File: config.mk
export PLATFORM = sky130hd
export DESIGN_NAME = eipl_top
export DESIGN_NICKNAME = d
export VERILOG_FILES = /design/src/hw/eipl_pkg.sv /design/src/hw/eipl_chan_if.sv /design/src/hw/eipl_chan.sv /design/src/hw/eipl_top.sv
export VERILOG_INCLUDE_DIRS = /design/src /design/src/hw
export SDC_FILE = /design/constraint.sdc
export NUM_CORES = 1
export LEC_CHECK = 0
export BUFFER_PORTS_ARGS = -buffer_cell sky130_fd_sc_hd__buf_2
export CAP_MARGIN = 20
export CORE_ASPECT_RATIO = 1.25
export CORE_MARGIN = 2
export CORE_UTILIZATION = 49
export CTS_CLUSTER_SIZE = 28
export DETAILED_ROUTE_END_ITERATION = 7
export PLACE_DENSITY = 0.81
export SETUP_SLACK_MARGIN = 0.02
export SLEW_MARGIN = 25
export SYNTH_ARGS = -nofsm -noshare
export SYNTH_HDL_FRONTEND = slang
export SYNTH_SLANG_ARGS = --single-unit
File: constraint.sdc
create_clock -name REF_CLK -period 2.14 [get_ports REF_CLK]
set_input_delay 0.428 -clock REF_CLK [delete_from_list [all_inputs] [get_ports REF_CLK]]
set_output_delay 0.428 -clock REF_CLK [all_outputs]
set_load 0.01 [all_outputs]
File: src/hw/eipl_cfg.svh
// constants for the external interrupt pin logic
`ifndef EIPL_CFG_SVH
`define EIPL_CFG_SVH

// ************************************************************
// register addresses and reset values
// ************************************************************
`define EIPL_CFG_ADDR 8'hE4
`define EIPL_CFG_RESET 8'h01
`define EIPL_TIMER_CONTROL_REG_ADDR 8'h88
`define EIPL_TIMER_CONTROL_REG_RESET 8'h00
`define EIPL_RDATA_IDLE 8'h00

// ************************************************************
// field positions, widths and counts
// ************************************************************
`define EIPL_NUM_CHAN 2
`define EIPL_NUM_PINS 8
`define EIPL_CFG_HALF_W 4
`define EIPL_TIMER_CONTROL_REG_EDGE_BIT0 0
`define EIPL_TIMER_CONTROL_REG_PEND_BIT0 1
`define EIPL_TIMER_CONTROL_REG_CHAN_STRIDE 2
`define EIPL_SYNC_STAGES 2

`endif

File: src/hw/eipl_pkg.sv
// types for the external interrupt pin logic
package eipl_pkg;

  typedef logic [2:0] eipl_pin_sel_t;

  // one channel's half of the pin configuration byte
  typedef struct packed {
    logic polarity;
    eipl_pin_sel_t pin_select;
  } eipl_cfg_half_t;

  typedef logic [7:0] eipl_byte_t;

endpackage

File: src/hw/eipl_chan_if.sv
// carrier between the top and one interrupt channel
interface eipl_chan_if;
  logic pin_level;
  logic polarity;
  logic edge_mode;
  logic vector_ack;
  logic sw_we;
  logic sw_value;
  logic pending;

  modport ctl (
    output pin_level,
    output polarity,
    output edge_mode,
    output vector_ack,
    output sw_we,
    output sw_value,
    input pending
  );

  modport chan (
    input pin_level,
    input polarity,
    input edge_mode,
    input vector_ack,
    input sw_we,
    input sw_value,
    output pending
  );
endinterface

File: src/hw/eipl_chan.sv
// one external interrupt channel: polarity, edge or level, pending flag
module eipl_chan (
  input logic clk,
  input logic rst_n,
  eipl_chan_if.chan ch
);

  logic active;
  logic active_q;
  logic rise;
  logic pend_q;

  // ************************************************************
  // active level and edge detect
  // ************************************************************
  assign active = (ch.pin_level == ch.polarity);
  assign rise = active & ~active_q;

  always_ff @(posedge clk) begin
    if (!rst_n) begin
      active_q <= 1'b0;
    end else begin
      active_q <= active;
    end
  end

  // ************************************************************
  // pending flag
  // ************************************************************
  always_ff @(posedge clk) begin
    if (!rst_n) begin
      pend_q <= 1'b0;
    end else if (!ch.edge_mode) begin
      pend_q <= active;
    end else if (rise) begin
      pend_q <= 1'b1;
    end else if (ch.vector_ack) begin
      pend_q <= 1'b0;
    end else if (ch.sw_we) begin
      pend_q <= ch.sw_value;
    end
  end

  assign ch.pending = pend_q;
endmodule

File: src/hw/eipl_top.sv
// external interrupt pin logic: pin sync, selection, config and flags
// Notes on behaviour
// - polarity bit 0 means the input is active low, 1 means active high.
// - edge bit 1 makes a channel edge sensitive, 0 level, independent of polarity.
// - a 3-bit select per channel picks port 0 pin 0 to 7 in binary order.
// - pins are only sampled, never driven or disturbed, whatever the crossbar does.
// - pending flags sit at bit 1 (channel zero) and bit 3 (channel one) of timer control.
// - in edge mode the pending flag clears when the core vectors to the routine.
// - in level mode the pending flag follows the active level with no latching.
`include "eipl_cfg.svh"

module eipl_top (
  input logic REF_CLK,
  input logic RSTN,
  input logic [7:0] P0_IN,
  input logic [7:0] SFR_ADDR,
  input logic SFR_WE,
  input logic [7:0] SFR_WDATA,
  input logic SFR_RE,
  output logic [7:0] SFR_RDATA,
  input logic IRQ_ZERO_ACK,
  input logic IRQ_ONE_ACK,
  output logic IRQ_ZERO_PENDING,
  output logic IRQ_ONE_PENDING
);

  // ************************************************************
  // pin synchronisers
  // ************************************************************
  logic [7:0] pin_meta_q;
  logic [7:0] pin_sync_q;

  generate
    for (genvar p = 0; p < `EIPL_NUM_PINS; p++) begin : g_pin
      always_ff @(posedge REF_CLK) begin
        if (!RSTN) begin
          pin_meta_q[p] <= 1'b0;
          pin_sync_q[p] <= 1'b0;
        end else begin
          pin_meta_q[p] <= P0_IN[p];
          pin_sync_q[p] <= pin_meta_q[p];
        end
      end
    end
  endgenerate

  // ************************************************************
  // registers
  // ************************************************************
  eipl_pkg::eipl_byte_t cfg_q;
  logic [1:0] edge_mode_q;
  logic [1:0] pending;
  logic [1:0] ack;
  logic cfg_hit;
  logic timer_control_reg_hit;
  logic timer_control_reg_we;
  eipl_pkg::eipl_byte_t rdata_d;
  eipl_pkg::eipl_byte_t rdata_q;

  assign cfg_hit = (SFR_ADDR == `EIPL_CFG_ADDR);
  assign timer_control_reg_hit = (SFR_ADDR == `EIPL_TIMER_CONTROL_REG_ADDR);
  assign timer_control_reg_we = SFR_WE && timer_control_reg_hit;
  assign ack = {IRQ_ONE_ACK, IRQ_ZERO_ACK};

  always_ff @(posedge REF_CLK) begin
    if (!RSTN) begin
      cfg_q <= `EIPL_CFG_RESET;
    end else if (SFR_WE && cfg_hit) begin
      cfg_q <= SFR_WDATA;
    end
  end

  always_ff @(posedge REF_CLK) begin
    if (!RSTN) begin
      edge_mode_q <= 2'h0;
    end else if (timer_control_reg_we) begin
      edge_mode_q[0] <= SFR_WDATA[`EIPL_TIMER_CONTROL_REG_EDGE_BIT0];
      edge_mode_q[1] <= SFR_WDATA[`EIPL_TIMER_CONTROL_REG_EDGE_BIT0 + `EIPL_TIMER_CONTROL_REG_CHAN_STRIDE];
    end
  end

  // ************************************************************
  // channels
  // ************************************************************
  generate
    for (genvar c = 0; c < `EIPL_NUM_CHAN; c++) begin : g_chan
      eipl_chan_if ch_if ();
      eipl_pkg::eipl_cfg_half_t half;
      localparam int PB = `EIPL_TIMER_CONTROL_REG_PEND_BIT0 + c * `EIPL_TIMER_CONTROL_REG_CHAN_STRIDE;

      assign half = cfg_q[c*`EIPL_CFG_HALF_W +: `EIPL_CFG_HALF_W];
      assign ch_if.pin_level = pin_sync_q[half.pin_select];
      assign ch_if.polarity = half.polarity;
      assign ch_if.edge_mode = edge_mode_q[c];
      assign ch_if.vector_ack = ack[c];
      assign ch_if.sw_we = timer_control_reg_we;
      assign ch_if.sw_value = SFR_WDATA[PB];
      assign pending[c] = ch_if.pending;

      eipl_chan u_chan (
        .clk(REF_CLK),
        .rst_n(RSTN),
        .ch(ch_if.chan)
      );

    end
  endgenerate

  assign IRQ_ZERO_PENDING = pending[0];
  assign IRQ_ONE_PENDING = pending[1];

  // ************************************************************
  // read path
  // ************************************************************
  always_comb begin
    rdata_d = `EIPL_RDATA_IDLE;
    if (cfg_hit) begin
      rdata_d = cfg_q;
    end else if (timer_control_reg_hit) begin
      rdata_d[`EIPL_TIMER_CONTROL_REG_EDGE_BIT0] = edge_mode_q[0];
      rdata_d[`EIPL_TIMER_CONTROL_REG_PEND_BIT0] = pending[0];
      rdata_d[`EIPL_TIMER_CONTROL_REG_EDGE_BIT0 + `EIPL_TIMER_CONTROL_REG_CHAN_STRIDE] = edge_mode_q[1];
      rdata_d[`EIPL_TIMER_CONTROL_REG_PEND_BIT0 + `EIPL_TIMER_CONTROL_REG_CHAN_STRIDE] = pending[1];
    end
  end

  always_ff @(posedge REF_CLK) begin
    if (!RSTN) begin
      rdata_q <= `EIPL_RDATA_IDLE;
    end else if (SFR_RE) begin
      rdata_q <= rdata_d;
    end
  end

  assign SFR_RDATA = rdata_q;
endmodule

==> impl_metrics.ini <==
[finish]
final_common_cell = buf_2
layout_common_cells = buf_2 (39), dfxtp_1 (38), and2_1 (20)
multi_input_comb_area_sq_um = 721
fin_nets = 205
drive_above_1_share = 0.307
register_area_sq_um = 761
area_growth_pct = 18.3
fillers = 250
diodes = 0

[timing]
hold_viol = 0
whs_ns = 0.290
clock.fmax_mhz = 605
relSlewSlack = 0.669
min_period_ns = 1.65
clock-skew-final_ns = 0.00966
rsz0062_at_grt = no
fin_tns_setup_ns = 0
report.final.slew_viol_count = 0
post-route-period-util = 0.772
worst_slack_ns = 0.488
worstMarginPinSlew_ns = 0.497
setup_viol_count_final = 0

[die]
ios = 40
fp.dieW_microns = 53.8
initial_utilization = 0.516
die_area_sq_mm = 0.00356
placementRows = 22
die_h_microns = 66.3
coreArea_sq_mm = 0.00295

[cts]
cts_resized = 0
postCtsHoldBufs = 0
cts_tree = built
cts_sinks = 38
htree_num_levels = 2
clk_pin_slew_worst_paths_ns = 0.10
clockBufferDepth = 2
insertion_delay_ns = 0.34
numCtsBuffers = 5
post-cts-setup-buffers = 0
ctsRootBufferMaster = clkbuf_4

[job]
cap_violations = 0

[grt]
grt_max_degree = 41
grt_pass1_vias = 998
grt_pass1_wl_microns = 4340
grt_overflow = 0
antenna_found_initial = 0
grt_use_total = 0.175

[synth]
synth.yosys.seq_area_share = 0.501
synth_area_sq_mm = 0.00152
synth_nets = 165
postSynthAreaPerCell_sq_um = 11.3
synthTopCellsByArea = dfxtp_1 (50%), and2_1 (8.2%), mux2i_1 (7.9%), nor2b_1 (7.0%), mux4_1 (6.9%)
yosys.area.top_type = dfxtp_1
synth-seq-cells = 38
ys_types = 20
yosysTopAreaCellShare = 0.501
synth_warnings = 0
syn-instance-count = 135

[drt]
drc = 0
routed_via_density = 5.05
dr.first_iter.drc_count = 21
ant_nets = 0
drt_wl_total_microns = 2620
vias = 1071
dr.pass1.iters = 4
post_drt_wl_per_cell_microns = 12.4

[placed_design]
place_hpwl_microns = 2000
portBuffers = 39
pre_cts_slack_ns = 0.393
place_congestion = 0.732

[setup_path]
crit_type = flip-flop to flip-flop
crit_path_cell_trace = mux4_1, mux2i_1, xor2_1, a32o_1
crit_required_ns = 2.38
critPathMaxFanout = 4
critPathArrivalTime_ns = 1.89
crit_family = multiplexers
cp-end-kind = flip-flop
critPathMaxStageDelay_ns = 0.58
crit_slowest_cell = mux4_1
start_kind = flip-flop
crit_buf_inv = 0

[status]
status = finished, final reports clean

[pwr]
cellLeakagePower_nw = 0.818
total_power_mw = 1.18
power_density_mw_per_mm2 = 658
vdd.ir_drop.worst_v = 0.000525

[min_path]
hp-class = input port to flip-flop
[worst reg2reg max path: stages, from the launching register on]
cell	delay [ns]
dfxtp_1	0.43
mux4_1	0.58
mux2i_1	0.18
xor2_1	0.11
a32o_1	0.25
[sequential cells by signal, summed over array words and instances (netlist names)]
name / count
edge_mode_q: 2
pin_meta_q: 8
SFR_RDATA: 8
g_chan.u_chan.active_q: 2
pin_sync_q: 8
g_chan.u_chan.ch.pending: 2
cfg_q: 8
[where the power goes]
group | internal [mW] | total, mW | switching (mW)
clock | 0.159 | 0.369 | 0.209
combinational | 0.0454 | 0.0802 | 0.0348
sequential | 0.726 | 0.733 | 0.00665
[per-layer routing]
layer | track usage | up-vias | routed length, microns
met5 | 0 | - | 0
met4 | 0.0769 | 0 | 34
met3 | 0.0679 | 6 | 166
met2 | 0.313 | 31 | 1430
met1 | 0.172 | 490 | 990
li1 | - | 544 | -
[synthesized netlist by cell type]
library cell	number
a21oi_1	4
a22oi_1	4
a32o_1	2
and2_1	20
and2_2	2
and3_1	1
and4b_1	1
clkbuf_1	6
dfxtp_1	38
inv_1	4
mux2_2	2
mux2i_1	12
mux4_1	4
nand2_1	6
nand3_2	2
nor2_1	2
nor2b_1	17
nor4b_4	2
o22ai_1	4
xor2_1	2
[through the flow]
stage | util | instances | area (sq um)
2_1_floorplan | - | 135 | 1520
3_3_place_gp | 0.590 | 204 | 1740
3_5_place_dp | 0.590 | 204 | 1740
4_1_cts | 0.610 | 212 | 1800
5_1_grt | 0.610 | 212 | 1800
6_report | 0.610 | 212 | 1800
[area by class of cell]
class,instances,area share
sequential,38,0.423
tap,36,0.0251
clock inverter,1,0.00279
inverter,4,0.00836
clock buffer,7,0.0306
timing repair buffer,39,0.109
multi-input combinational,87,0.401
[worst paths after layout]
path,from,slack (ns),depth (start not counted),to
max,cfg_q[1],0.49,4,g_chan[0].u_chan.ch.pending
max reg2reg,cfg_q[1],0.49,4,g_chan[0].u_chan.ch.pending
min,P0_IN[1],0.29,2,pin_meta_q[1]
min reg2reg,pin_meta_q[7],0.43,1,pin_sync_q[7]
[cell families after synthesis]
| logic type | Yosys count | synth area share |
|---|---|---|
| buf+inv | 10 | 0.0247 |
| xor+xnor | 2 | 0.0115 |
| simple gates | 53 | 0.237 |
| mux | 18 | 0.163 |
| flops | 38 | 0.501 |
| compound gates | 14 | 0.0626 |
(Power assumes the default switching activity.)
